## config.mk

```make
export PLATFORM = sky130hd
export DESIGN_NAME = bcm_multiplier
export DESIGN_NICKNAME = d
export VERILOG_FILES = /design/src/logic/bcm_pkg.sv /design/src/logic/bcm_decade_if.sv /design/src/logic/bcm_multiplier.sv /design/src/logic/bcm_decade.sv
export SDC_FILE = /design/constraint.sdc
export NUM_CORES = 1
export LEC_CHECK = 0
export ABC_AREA = 1
export BUFFER_PORTS_ARGS = -buffer_cell sky130_fd_sc_hd__clkbuf_2
export CAP_MARGIN = 20
export CORE_ASPECT_RATIO = 1.1
export CORE_UTILIZATION = 25
export DETAILED_ROUTE_END_ITERATION = 8
export MAX_ROUTING_LAYER = met4
export PLACE_DENSITY = 0.42
export SLEW_MARGIN = 30
export SYNTH_ARGS = -nofsm -noshare
export SYNTH_HDL_FRONTEND = slang
export SYNTH_HIERARCHICAL = 1
export SYNTH_SLANG_ARGS = --single-unit
```

## constraint.sdc

```tcl
create_clock -name mclk -period 3.61 [get_ports mclk]
set_clock_uncertainty 0.05 [all_clocks]
set_input_delay 0.5415 -clock mclk [delete_from_list [all_inputs] [get_ports mclk]]
set_output_delay 0.5415 -clock mclk [all_outputs]
set_load 0.03 [all_outputs]
```

## src/logic/bcm_pkg.sv

```systemverilog
// Shared constants and types for the count-and-shift BCD multiplier.
package bcm_pkg;

  // Operand and result geometry.
  localparam int DIGITS      = 4;
  localparam int DECADES     = 8;
  localparam int DIGIT_W     = 4;
  localparam int PRODUCT_W   = DECADES * DIGIT_W;
  localparam int FACTOR_W    = DIGITS * DIGIT_W;

  // Counter values used by the sequencer.
  localparam logic [3:0] CNT_FULL     = 4'hF;
  localparam logic [3:0] CNT_ZERO     = 4'h0;
  localparam logic [3:0] CNT_ONE      = 4'h1;
  localparam logic [3:0] D_LOAD_DOWN1 = 4'hF;
  localparam logic [3:0] D_LOAD_UP2   = 4'hA;
  localparam logic [3:0] BCD_MAX      = 4'h9;
  localparam int         D_TOP_BIT    = 3;
  localparam logic [1:0] LAST_A_DIGIT = 2'h3;

  // Avalon-MM byte addresses of the register words.
  localparam int         ADDR_W        = 5;
  localparam logic [4:0] ADDR_CTRL     = 5'h00;
  localparam logic [4:0] ADDR_STATUS   = 5'h04;
  localparam logic [4:0] ADDR_FACTOR_A = 5'h08;
  localparam logic [4:0] ADDR_FACTOR_B = 5'h0C;
  localparam logic [4:0] ADDR_PRODUCT  = 5'h10;

  // Field positions.
  localparam int CTRL_GO_BIT      = 0;
  localparam int STAT_BUSY_BIT    = 0;
  localparam int STAT_OVER_BIT    = 1;
  localparam int STAT_CLRREL_BIT  = 2;
  localparam logic [31:0] WORD_ZERO = 32'h0000_0000;

  // Run time ceiling, converted to clock cycles (longest time rounds down).
  localparam int CLK_PERIOD_NS = 40;
  localparam int NS_PER_US     = 1000;
  localparam int RUN_LIMIT_US  = 300;
  localparam int RUN_LIMIT_CYC = RUN_LIMIT_US * NS_PER_US / CLK_PERIOD_NS;
  localparam int ELAPSED_W     = 16;
  localparam logic [15:0] ELAPSED_ONE = 16'h0001;
  localparam logic [15:0] ELAPSED_CLR = 16'h0000;

  // Control flag pair: bit 0 is the run flag, bit 1 the clear-release flag.
  typedef enum logic [1:0] {
    ST_IDLE = 2'b00,
    ST_INIT = 2'b01,
    ST_MULT = 2'b11
  } bcm_state_t;

endpackage

```

## src/logic/bcm_decade_if.sv

```systemverilog
// Control and status bundle between the sequencer and one result decade.
`timescale 1ns/100ps
interface bcm_decade_if;
  logic       clr;       // Synchronous clear to zero.
  logic       shift;     // Load from the neighbouring decade.
  logic       cin;       // Count enable / carry in.
  logic [3:0] shift_in;  // Neighbour value for a shift.
  logic [3:0] q;         // Current decade value.
  logic       cout;      // Carry out on a 9 to 0 roll.

  modport dec (input clr, input shift, input cin, input shift_in,
               output q, output cout);
  modport ctl (output clr, output shift, output cin, output shift_in,
               input q, input cout);
endinterface

```

## src/logic/bcm_multiplier.sv

```systemverilog
// Count-and-shift BCD multiplier, 4 x 4 digits, with an Avalon-MM slave.
// Notes on behaviour
// - Two 4-digit BCD factors give an 8-digit product in 16 partial steps.
// - Partial products are counted into an 8-decade counter; loads shift it.
// - A whole multiplication stays under 300 us; overrun is flagged.
// - Idle keeps both flags reset and the shift counter loaded, top bit high.
// - Idle leaves the previous product untouched in the result counter.
// - A start rise sets run, shows busy, clears digit and result counters.
// - Shift counter then steps to zero; factor counters count from complements.
// - Second-factor terminal during init loads the shift counter with 15.
// - That same terminal sets the clear-release flag, ending init.
// - Shift counter at 15 reloads both factor counters with complemented digits.
// - First-factor terminal reloads it and steps the second-factor counter unless full.
// - Result counts each partial-product clock unless a factor counter is full.
// - Second-factor terminal steps digit select and loads 15: one decade down.
// - The shift clock reloads factor counters and takes the shift counter to 0.
// - After the last first-factor digit load 10: six down rotations instead.
// - Digit select wrapping 15 to 0 resets run and freezes the product.
// - Busy follows the run flag and drops with the final digit-select wrap.
`timescale 1ns/100ps
module bcm_multiplier
  import bcm_pkg::*;
#(
  parameter logic [ELAPSED_W-1:0] RUN_LIMIT = 16'(RUN_LIMIT_CYC)
)(
  input  wire  logic                 mclk,            // System clock.
  input  wire  logic                 rst,             // Async reset, high.
  input  wire  logic                 start,           // Start request pin.
  output logic                       busy,            // Multiply running.
  output logic [PRODUCT_W-1:0]       product,         // BCD product.
  input  wire  logic [ADDR_W-1:0]    avs_address,     // Byte address.
  input  wire  logic                 avs_read,        // Read request.
  input  wire  logic                 avs_write,       // Write request.
  input  wire  logic [31:0]          avs_writedata,   // Write data.
  input  wire  logic [3:0]           avs_byteenable,  // Byte lanes.
  output logic [31:0]                avs_readdata,    // Read data.
  output logic                       avs_waitrequest  // Stall, high.
);

  // Sequencer state and counters.
  bcm_state_t            state_r;
  bcm_state_t            state_nxt;
  logic [3:0]            a_r;          // First-factor counter.
  logic [3:0]            a_nxt;
  logic [3:0]            b_r;          // Second-factor counter.
  logic [3:0]            b_nxt;
  logic [3:0]            c_r;          // Digit-select counter.
  logic [3:0]            c_nxt;
  logic [3:0]            d_r;          // Shift-control counter.
  logic [3:0]            d_nxt;
  logic [FACTOR_W-1:0]   factor_a_r;
  logic [FACTOR_W-1:0]   factor_b_r;
  logic [ELAPSED_W-1:0]  elapsed_r;
  logic                  overtime_r;

  // Start synchroniser.
  logic                  start_s1_r;
  logic                  start_s2_r;
  logic                  start_s3_r;
  logic                  start_lvl_r;

  // Bus slave registers.
  logic                  wait_r;
  logic [31:0]           rdata_r;

  // Decoded control terms.
  logic                  run_flag;
  logic                  clear_release_flag;
  logic                  first_factor_terminal;
  logic                  second_factor_terminal;
  logic                  digit_select_terminal;
  logic                  parallel_load_enable;
  logic                  master_clear;
  logic                  counting;
  logic                  pp_end;
  logic                  c_step;
  logic                  finish;
  logic                  r_count;
  logic                  r_shift;
  logic                  last_a;
  logic [3:0]            digit_a;
  logic [3:0]            digit_b;
  logic                  start_stable;
  logic                  pin_go;
  logic                  sw_go;
  logic                  start_req;
  logic                  bus_req;
  logic                  wr_commit;
  logic                  rd_capture;
  logic                  sel_ctrl;
  logic                  sel_status;
  logic                  sel_fa;
  logic                  sel_fb;
  logic                  sel_prod;
  logic                  factor_wr_ok;
  logic [31:0]           status_word;
  logic [31:0]           rd_mux;
  logic [3:0]            r_q [DECADES];
  logic [DECADES:0]      carry;

  // The two control flip-flops are the two state bits.
  assign run_flag           = state_r[0];
  assign clear_release_flag = state_r[1];
  assign busy               = run_flag;

  // Counter terminal decodes.
  assign first_factor_terminal  = (a_r == CNT_FULL);
  assign second_factor_terminal = (b_r == CNT_FULL);
  assign digit_select_terminal  = (c_r == CNT_FULL);

  // Factor digit selection: low pair of C picks A, high pair picks B.
  assign digit_a = factor_a_r[{c_r[1:0], 2'b00} +: DIGIT_W];
  assign digit_b = factor_b_r[{c_r[3:2], 2'b00} +: DIGIT_W];
  assign last_a  = (c_r[1:0] == LAST_A_DIGIT);

  // Phase decodes for the counters.
  assign parallel_load_enable = run_flag & (d_r == D_LOAD_DOWN1);
  assign counting     = run_flag & (d_r == CNT_ZERO);
  assign pp_end       = counting & second_factor_terminal;
  assign c_step       = pp_end & clear_release_flag;
  assign finish       = c_step & digit_select_terminal;
  assign master_clear = run_flag & ~clear_release_flag;
  assign r_count      = clear_release_flag & counting &
                        ~first_factor_terminal &
                        ~second_factor_terminal;
  assign r_shift      = clear_release_flag & d_r[D_TOP_BIT];

  // Start from the pin edge or a software go bit; ignored unless idle.
  assign start_stable = (start_s2_r == start_s3_r);
  assign pin_go       = start_stable & start_s3_r & ~start_lvl_r;
  assign sw_go        = wr_commit & sel_ctrl & avs_byteenable[0] &
                        avs_writedata[CTRL_GO_BIT];
  assign start_req    = (pin_go | sw_go) & ~run_flag;

  // Control flag sequencing.
  always_comb begin
    state_nxt = state_r;
    case (state_r)
      ST_IDLE: begin
        if (start_req) begin
          state_nxt = ST_INIT;
        end
      end
      ST_INIT: begin
        if (pp_end) begin
          state_nxt = ST_MULT;
        end
      end
      ST_MULT: begin
        if (finish) begin
          state_nxt = ST_IDLE;
        end
      end
      default: begin
        state_nxt = ST_IDLE;
      end
    endcase
  end

  // Shift-control counter: held loaded while idle, counts while top bit high.
  assign d_nxt = !run_flag ? D_LOAD_DOWN1 :
                 pp_end ? ((clear_release_flag & last_a) ?
                           D_LOAD_UP2 :
                           D_LOAD_DOWN1) :
                 d_r[D_TOP_BIT] ? d_r + CNT_ONE :
                 d_r;

  // First-factor counter reloads at its terminal or on the shift clock.
  assign a_nxt = (parallel_load_enable |
                  (counting & first_factor_terminal)) ?
                 ~digit_a :
                 counting ? a_r + CNT_ONE : a_r;

  // Second-factor counter steps on each first-factor terminal unless it is full.
  assign b_nxt = parallel_load_enable ? ~digit_b :
                 (counting & first_factor_terminal &
                  ~second_factor_terminal) ? b_r + CNT_ONE :
                 b_r;

  // Digit select is cleared during init and steps per partial product.
  assign c_nxt = master_clear ? CNT_ZERO :
                 c_step ? c_r + CNT_ONE :
                 c_r;

  // Sequencer registers.
  always_ff @(posedge mclk or posedge rst) begin
    if (rst) begin
      state_r <= ST_IDLE;
      a_r     <= CNT_ZERO;
      b_r     <= CNT_ZERO;
      c_r     <= CNT_ZERO;
      d_r     <= D_LOAD_DOWN1;
    end else begin
      state_r <= state_nxt;
      a_r     <= a_nxt;
      b_r     <= b_nxt;
      c_r     <= c_nxt;
      d_r     <= d_nxt;
    end
  end

  // Result counter: eight decades, carries upward, shifts down as a ring.
  assign carry[0] = r_count;
  genvar gi;
  generate
    for (gi = 0; gi < DECADES; gi++) begin : g_dec
      bcm_decade_if dif ();
      assign dif.clr      = master_clear;
      assign dif.shift    = r_shift;
      assign dif.cin      = carry[gi];
      assign dif.shift_in = r_q[(gi + 1) % DECADES];
      assign carry[gi+1]  = dif.cout;
      assign r_q[gi]      = dif.q;
      bcm_decade u_decade (
        .mclk (mclk),
        .rst  (rst),
        .dif  (dif)
      );
    end
  endgenerate

  // The finished product sits rotated by two decades; unrotate by wiring.
  assign product = {r_q[1], r_q[0], r_q[7], r_q[6],
                    r_q[5], r_q[4], r_q[3], r_q[2]};

  // Start pin synchroniser and debounced level.
  always_ff @(posedge mclk or posedge rst) begin
    if (rst) begin
      start_s1_r  <= 1'b0;
      start_s2_r  <= 1'b0;
      start_s3_r  <= 1'b0;
      start_lvl_r <= 1'b0;
    end else begin
      start_s1_r  <= start;
      start_s2_r  <= start_s1_r;
      start_s3_r  <= start_s2_r;
      if (start_stable) begin
        start_lvl_r <= start_s3_r;
      end
    end
  end

  // Run time watchdog: counts busy cycles and flags an overrun.
  always_ff @(posedge mclk or posedge rst) begin
    if (rst) begin
      elapsed_r  <= ELAPSED_CLR;
      overtime_r <= 1'b0;
    end else if (start_req) begin
      elapsed_r  <= ELAPSED_CLR;
      overtime_r <= 1'b0;
    end else if (run_flag) begin
      if (elapsed_r == RUN_LIMIT) begin
        overtime_r <= 1'b1;
      end else begin
        elapsed_r <= elapsed_r + ELAPSED_ONE;
      end
    end
  end

  // Bus decode: one wait cycle, then the access completes.
  assign bus_req      = avs_read | avs_write;
  assign wr_commit    = avs_write & ~wait_r;
  assign rd_capture   = avs_read & wait_r;
  assign sel_ctrl     = (avs_address == ADDR_CTRL);
  assign sel_status   = (avs_address == ADDR_STATUS);
  assign sel_fa       = (avs_address == ADDR_FACTOR_A);
  assign sel_fb       = (avs_address == ADDR_FACTOR_B);
  assign sel_prod     = (avs_address == ADDR_PRODUCT);
  assign factor_wr_ok = wr_commit & ~run_flag;

  // Read data selection; unmapped addresses read zero.
  assign status_word  = {29'h0000_0000, clear_release_flag,
                         overtime_r, run_flag};
  assign rd_mux = sel_status ? status_word :
                  sel_fa     ? {16'h0000, factor_a_r} :
                  sel_fb     ? {16'h0000, factor_b_r} :
                  sel_prod   ? product :
                  WORD_ZERO;

  // Bus handshake and read data register.
  always_ff @(posedge mclk or posedge rst) begin
    if (rst) begin
      wait_r  <= 1'b1;
      rdata_r <= WORD_ZERO;
    end else begin
      wait_r <= ~(bus_req & wait_r);
      if (rd_capture) begin
        rdata_r <= rd_mux;
      end
    end
  end

  assign avs_waitrequest = wait_r;
  assign avs_readdata    = rdata_r;

  // Factor registers, byte-lane writable only while idle.
  always_ff @(posedge mclk or posedge rst) begin
    if (rst) begin
      factor_a_r <= 16'h0000;
      factor_b_r <= 16'h0000;
    end else if (factor_wr_ok) begin
      if (sel_fa & avs_byteenable[0]) begin
        factor_a_r[7:0] <= avs_writedata[7:0];
      end
      if (sel_fa & avs_byteenable[1]) begin
        factor_a_r[15:8] <= avs_writedata[15:8];
      end
      if (sel_fb & avs_byteenable[0]) begin
        factor_b_r[7:0] <= avs_writedata[7:0];
      end
      if (sel_fb & avs_byteenable[1]) begin
        factor_b_r[15:8] <= avs_writedata[15:8];
      end
    end
  end

endmodule // bcm_multiplier

```

## src/logic/bcm_decade.sv

```systemverilog
// One synchronous BCD decade of the result counter with parallel load.
`timescale 1ns/100ps
module bcm_decade
  import bcm_pkg::*;
(
  input  wire logic mclk,       // System clock.
  input  wire logic rst,        // Asynchronous reset, active high.
  bcm_decade_if.dec dif         // Decade control and status.
);

  logic [3:0] q_r;
  logic [3:0] q_nxt;
  logic       at_max;

  // Clear wins over load, load wins over count.
  assign at_max   = (q_r == BCD_MAX);
  assign q_nxt    = dif.clr   ? CNT_ZERO :
                    dif.shift ? dif.shift_in :
                    dif.cin   ? (at_max ? CNT_ZERO : q_r + CNT_ONE) :
                    q_r;
  assign dif.q    = q_r;
  assign dif.cout = dif.cin & at_max & ~dif.shift & ~dif.clr;

  // Decade storage.
  always_ff @(posedge mclk or posedge rst) begin
    if (rst) begin
      q_r <= CNT_ZERO;
    end else begin
      q_r <= q_nxt;
    end
  end

endmodule // bcm_decade

```

== Yosys cells after proc, flatten, opt, wreduce, memory -nomap -nowiden ==
Index checks and enable logic that the tools add are counted.
Storage, ports and cells
  output and inout port bits: 66
  input bits: 46
  word-level logic and storage cells: 208
  bits in registers: 136
Operators by class
  mux-type cells: 56
  reductions and logical operators: 23
  $add $sub $neg: 13
  bitwise logic cells: 62
  shifts and indexed selects: 2
  equality and inequality tests: 26
Operators with widths (number)
  two-way mux 4 bit: 41
  two-way mux 32 bit: 4
  adder 4 x 1 -> 4 bit, second input constant: 12
  bitwise AND 1 bit: 48
  equality test 4 bit, second input constant: 12
  two-way mux 16 bit: 3
  indexed part select 16 x 5 -> 4 bit: 2
  nonzero test 3 bit: 8
  adder 16 x 1 -> 16 bit, second input constant: 1
  equality test 16 x 13 -> 1 bit, second input constant: 1
  AND reduction 2 bit: 6
  equality test 5 x 4 -> 1 bit, second input constant: 2
  nonzero test 2 bit: 5
  NOT 1 bit: 9
  != test 2 bit, second input constant: 4
  NOT 4 bit: 2
  two-way mux 2 bit: 3
  case mux 2 bit (3 select lines): 1
  equality test 5 x 3 -> 1 bit, second input constant: 1
  equality test 5 bit, second input constant: 1
  logical NOT 5 bit: 1
  equality test 2 bit, second input constant: 2
  logical NOT 4 bit: 1
  two-way mux 1 bit: 3
  7 further kinds: 9

== Longest topological paths before layout ==
  word-level depth: 29
  mapped depth: 24

== Hierarchy ==
The synthesis kept the hierarchy.
Modules (own cells, without submodules)
  bcm_multiplier: times used 1, cells an instance 733, seq. area each 2608.8 um^2, area an instance 5547.8 um^2
  bcm_decade: times used 8, cells an instance 47, seq. area each 100.1 um^2, area an instance 295.3 um^2

== Worst setup path before layout ==
Ideal clock, no wire load.
  path type: reg-to-reg
  start: reg state_r[0]
  end: reg g_dec[7].u_decade.q_r[2]
  data required time: 3.477 ns
  clock period less this slack: 3.952 ns
  cell stages (with the launch flop): 24
  arrival: 3.819 ns
  slack: -0.342 ns
  buffers on the path: 1
  library setup time: 0.083 ns
  path through: dfrtp_1 buf_6 nand3_1 nor4_1 inv_1 nor4_1 inv_1 nor4_1 inv_1 nor4_1 inv_1 nor4_1 inv_1 nor4_1 inv_1 nor4_1 inv_1 nor4_1 inv_1 nand3_4 nand2_2 nor2_1 nand2_1 o21ai_0
On the way
  longest elaborated chain between the ends: 26
RTL lines
  from (decl): line bcm_multiplier.sv:41  | bcm_state_t state_r;
  from (signal assigned): line bcm_multiplier.sv:194  | state_r <= state_nxt;
  bitwise AND 1 bit: line bcm_multiplier.sv:118  | assign counting = run_flag & (d_r == CNT_ZERO);
  bitwise AND 1 bit (2 in series): line bcm_multiplier.sv:123  | assign r_count = clear_release_flag & counting &
  bitwise AND 1 bit: line bcm_multiplier.sv:124  | ~first_factor_terminal &
  via g_dec[0].dif.cin: line bcm_decade_if.sv:6  | logic cin;
  bitwise AND 1 bit (3 in series): line bcm_decade.sv:22  | assign dif.cout = dif.cin & at_max & ~dif.shift & ~dif.clr;
  via g_dec[0].dif.cout: line bcm_decade_if.sv:9  | logic cout;
  bitwise AND 1 bit (3 in series): line bcm_decade.sv:22
  via g_dec[1].dif.cout: line bcm_decade_if.sv:9
  [3 not listed]
  via g_dec[2].dif.cout: line bcm_decade_if.sv:9
  [3 not listed]
  via g_dec[3].dif.cout: line bcm_decade_if.sv:9
  bitwise AND 1 bit (3 in series): line bcm_decade.sv:22
  via g_dec[4].dif.cout: line bcm_decade_if.sv:9
  bitwise AND 1 bit (3 in series): line bcm_decade.sv:22
  via g_dec[5].dif.cout: line bcm_decade_if.sv:9
  bitwise AND 1 bit (3 in series): line bcm_decade.sv:22
  via g_dec[6].dif.cout: line bcm_decade_if.sv:9
  nonzero test 3 bit (no line)
  to (signal assigned): line bcm_decade.sv:29  | q_r <= q_nxt;
  to (decl): line bcm_decade.sv:11  | logic [3:0] q_r;
The timed path passes the listed nets, and every way through them passes these cells.
A chain may end at the register's enable or synchronous reset.

== Worst setup path in the final report ==
  start: reg a_r[1]
  end: reg g_dec[6].u_decade.q_r[2]
On the way
  longest elaborated chain between the ends: 23
RTL lines
  from (decl): line bcm_multiplier.sv:43  | logic [3:0] a_r;
  from (signal assigned): line bcm_multiplier.sv:195  | a_r <= a_nxt;
  equality test 4 bit: line bcm_multiplier.sv:107  | assign first_factor_terminal = (a_r == CNT_FULL);
  NOT 1 bit: line bcm_multiplier.sv:124
  bitwise AND 1 bit: line bcm_multiplier.sv:123
  bitwise AND 1 bit: line bcm_multiplier.sv:124
  via g_dec[0].dif.cin: line bcm_decade_if.sv:6
  bitwise AND 1 bit (3 in series): line bcm_decade.sv:22
  via g_dec[0].dif.cout: line bcm_decade_if.sv:9
  bitwise AND 1 bit (3 in series): line bcm_decade.sv:22
  via g_dec[1].dif.cout: line bcm_decade_if.sv:9
  [3 not listed]
  via g_dec[2].dif.cout: line bcm_decade_if.sv:9
  bitwise AND 1 bit (3 in series): line bcm_decade.sv:22
  via g_dec[3].dif.cout: line bcm_decade_if.sv:9
  bitwise AND 1 bit (3 in series): line bcm_decade.sv:22
  via g_dec[4].dif.cout: line bcm_decade_if.sv:9
  bitwise AND 1 bit (3 in series): line bcm_decade.sv:22
  via g_dec[5].dif.cout: line bcm_decade_if.sv:9
  nonzero test 3 bit (no line)
  to (signal assigned): line bcm_decade.sv:29
  to (decl): line bcm_decade.sv:11
The timed path passes the listed nets, and every way through them passes these cells.

==> flow_summary.ini <==
[routing]
vias = 7643
drc = 0
route.detailed.wl_per_inst_um = 15.0
drt-pass1-iter-count = 4
viasPerCell = 4.57
drtAntennaViolNets = 0
wl_mm = 25.2
dr.first_iter.drc_count = 456

[setup_path]
cp.arrival_ns = 3.69
cpMostUsedCell = inv_1
path_max_fanout = 4
required_ns = 3.91
cp-end-kind = flop
cp_cell_sequence = ha_4 > nand2_4 > nor2_4 > nor4_4 > inv_1 > nor4_2 > inv_1 > nor4_2 > inv_1 > nor4_2 > inv_1 > nor4_2 > inv_1 > nor4_2 > inv_1 > nor4_2 > inv_1 > buf_4 > buf_4 > nand3_4 > nand2_4 > nor2_1 > nand2_1 > o21ai_1
cpMaxStageDelayCell = dfrtp_1
path_delay_family = simple AND/OR/NAND/NOR gates
crit_type = flop to flop
max_stage_delay_ns = 0.41
crit_buf_inv = 9
r2r_setup_slack_ns = 0.22
start_kind = flop

[cts]
cts_buffer_depth = 2
numCtsBuffers = 17
cts_root_buf = clkbuf_16
postCtsHoldBufs = 0
worstSkewPairLatency_ns = 0.43
htree_levels = 4
cts_tree = done
clk_pin_slew_worst_paths_ns = 0.06
cts.sinks = 136

[logic_synthesis]
syn-num-nets = 1162
avgSynthCellArea_um2 = 7.13
netlist_area_um2 = 7900
synth_cells = 1108
ys_warn_count = 6

[cells_and_area]
layout_common_cells = nand2_1, dfrtp_1, nor2_1
area_growth_syn_to_layout_pct = 25.5
fillCellCount = 3340
drive_gt1_share_pct = 20.7
layout.nets = 1299
final_common_cell = nand2_1
finalNonFillerCells = 1673
utilization_pct = 32.2

[sta]
period_share_pct = 93.9
final.setup.worst_slack_ns = 0.222
hold_ws_ns = 0.160
min_period_ns = 3.39
relSlewSlack_pct = 53.4
hold_violations = 0
drv_slew = 0
tightest_slew_ns = 0.699
clock.fmax_ghz = 0.295
setup_viol = 0
rsz0062_at_grt = yes

[floorplanning]
initial_core_util_pct = 25.7
placementRows = 67
die_h_um = 188
die-area_um2 = 32300
core_um2 = 30800
die_width_um = 172
ios = 112

[global_route]
grt_max_degree = 70
grt_pass1_vias = 7211
overflow = 0
grt_pass1_wl_mm = 40.0
antenna_found_initial = 1
grt_util_all_layers_pct = 16.5

[power]
p_leak_nw = 5.26
ir_worst_vdd_uv = 325
sequentialPowerShare_pct = 35.0
power_switching_mw = 1.75
power_mw = 5.30
swShare_pct = 33.1
powerDensity_nw_per_um2 = 534
p_comb_share_pct = 26.9
p_int_mw = 3.55
p_clk_share_pct = 38.1

[placement]
dpl.hpwl_mm = 18.3
place.port_buffers = 93
post-place-ws_ns = -0.257
place_inst = 1629
gp_congestion = 0.807

[job]
cap_violations = 0

[hold_path]
min_path_type = input pin to async pin

[outcome]
outcome = finished clean
[path summary, 6_finish.rpt]
path	from	end	cells past startpoint
worst min-delay path	rst	g_dec[0].u_decade/dif.q[1]	2
worst max-delay path	a_r[1]	g_dec[6].u_decade/dif.q[2]	24
max in group asynchronous	rst	d_r[2]	3
worst min register to register	start_s1_r	start_s2_r	0
worst max register to register	a_r[1]	g_dec[6].u_decade/dif.q[2]	24
min in group mclk	start	start_s1_r	1
[registers in the layout (all words and copies together) (netlist names), 2 cells and up]
register              flops
a_r                       4
avs_readdata             32
b_r                       4
c_r                       4
d_r                       4
elapsed_r                16
factor_a_r               16
factor_b_r               16
g_dec.u_decade/dif.q     32
state_r                   2
[layout make-up]
cell class	count	area, um^2	share of cell area, %
clock buffers	21	450	4.54
well taps	414	518	5.22
diodes	1	2.50	0.0252
repair buffers	143	841	8.48
clock inverters	11	220	2.22
flip-flops and latches	136	3410	34.4
inverters	140	533	5.37
multi-input cells	807	3940	39.8
[routing by layer]
| metal | global-route usage, % | part of all wire (%) | vias up |
|---|---|---|---|
| li1 | - | - | 3824 |
| met1 | 21.5 | 46 | 3631 |
| met2 | 25.8 | 48 | 167 |
| met3 | 2.98 | 4.1 | 21 |
| met4 | 5.29 | 1.9 | 0 |
| met5 | - | 0 | - |
[power groups by stage]
stage	Sequential [mW]	Combinational [mW]	Clock, mW
2_1_floorplan	1.92	0.859	0
3_3_place_gp	1.87	1.34	0
3_5_place_dp	1.87	1.34	0
4_1_cts	1.85	1.36	2.07
5_1_grt	1.87	1.61	2.14
6_report	1.85	1.43	2.02
[per-stage QoR]
| step | area [um^2] | setup TNS [ns] |
|---|---|---|
| after floorplan | 7910 | 0 |
| after global placement | 9040 | -0.480 |
| after detailed placement | 9040 | -1.13 |
| after CTS | 9750 | 0 |
| after global routing | 9920 | -0.841 |
| final | 9920 | 0 |
[worst register-to-register path: stages, from the launching register on]
cell and delay, ns:
dfrtp_1 0.41, ha_4 0.19, nand2_4 0.07, nor2_4 0.05, nor4_4 0.25, inv_1 0.10, nor4_2 0.21, inv_1 0.09
nor4_2 0.17, inv_1 0.10, nor4_2 0.16, inv_1 0.09, nor4_2 0.15, inv_1 0.09, nor4_2 0.15, inv_1 0.10
nor4_2 0.14, inv_1 0.10, buf_4 0.14, buf_4 0.13, nand3_4 0.11, nand2_4 0.08, nor2_1 0.09, nand2_1 0.05
o21ai_1 0.07
[what timing repair did]
item | in CTS | in global routing
setup endpoints to repair | 8 | 8
gates resized for setup | 6 | 19
pin swaps | 2 | 3
buffers inserted | 0 | 11
No activity file was read; power rests on OpenSTA's default activity.
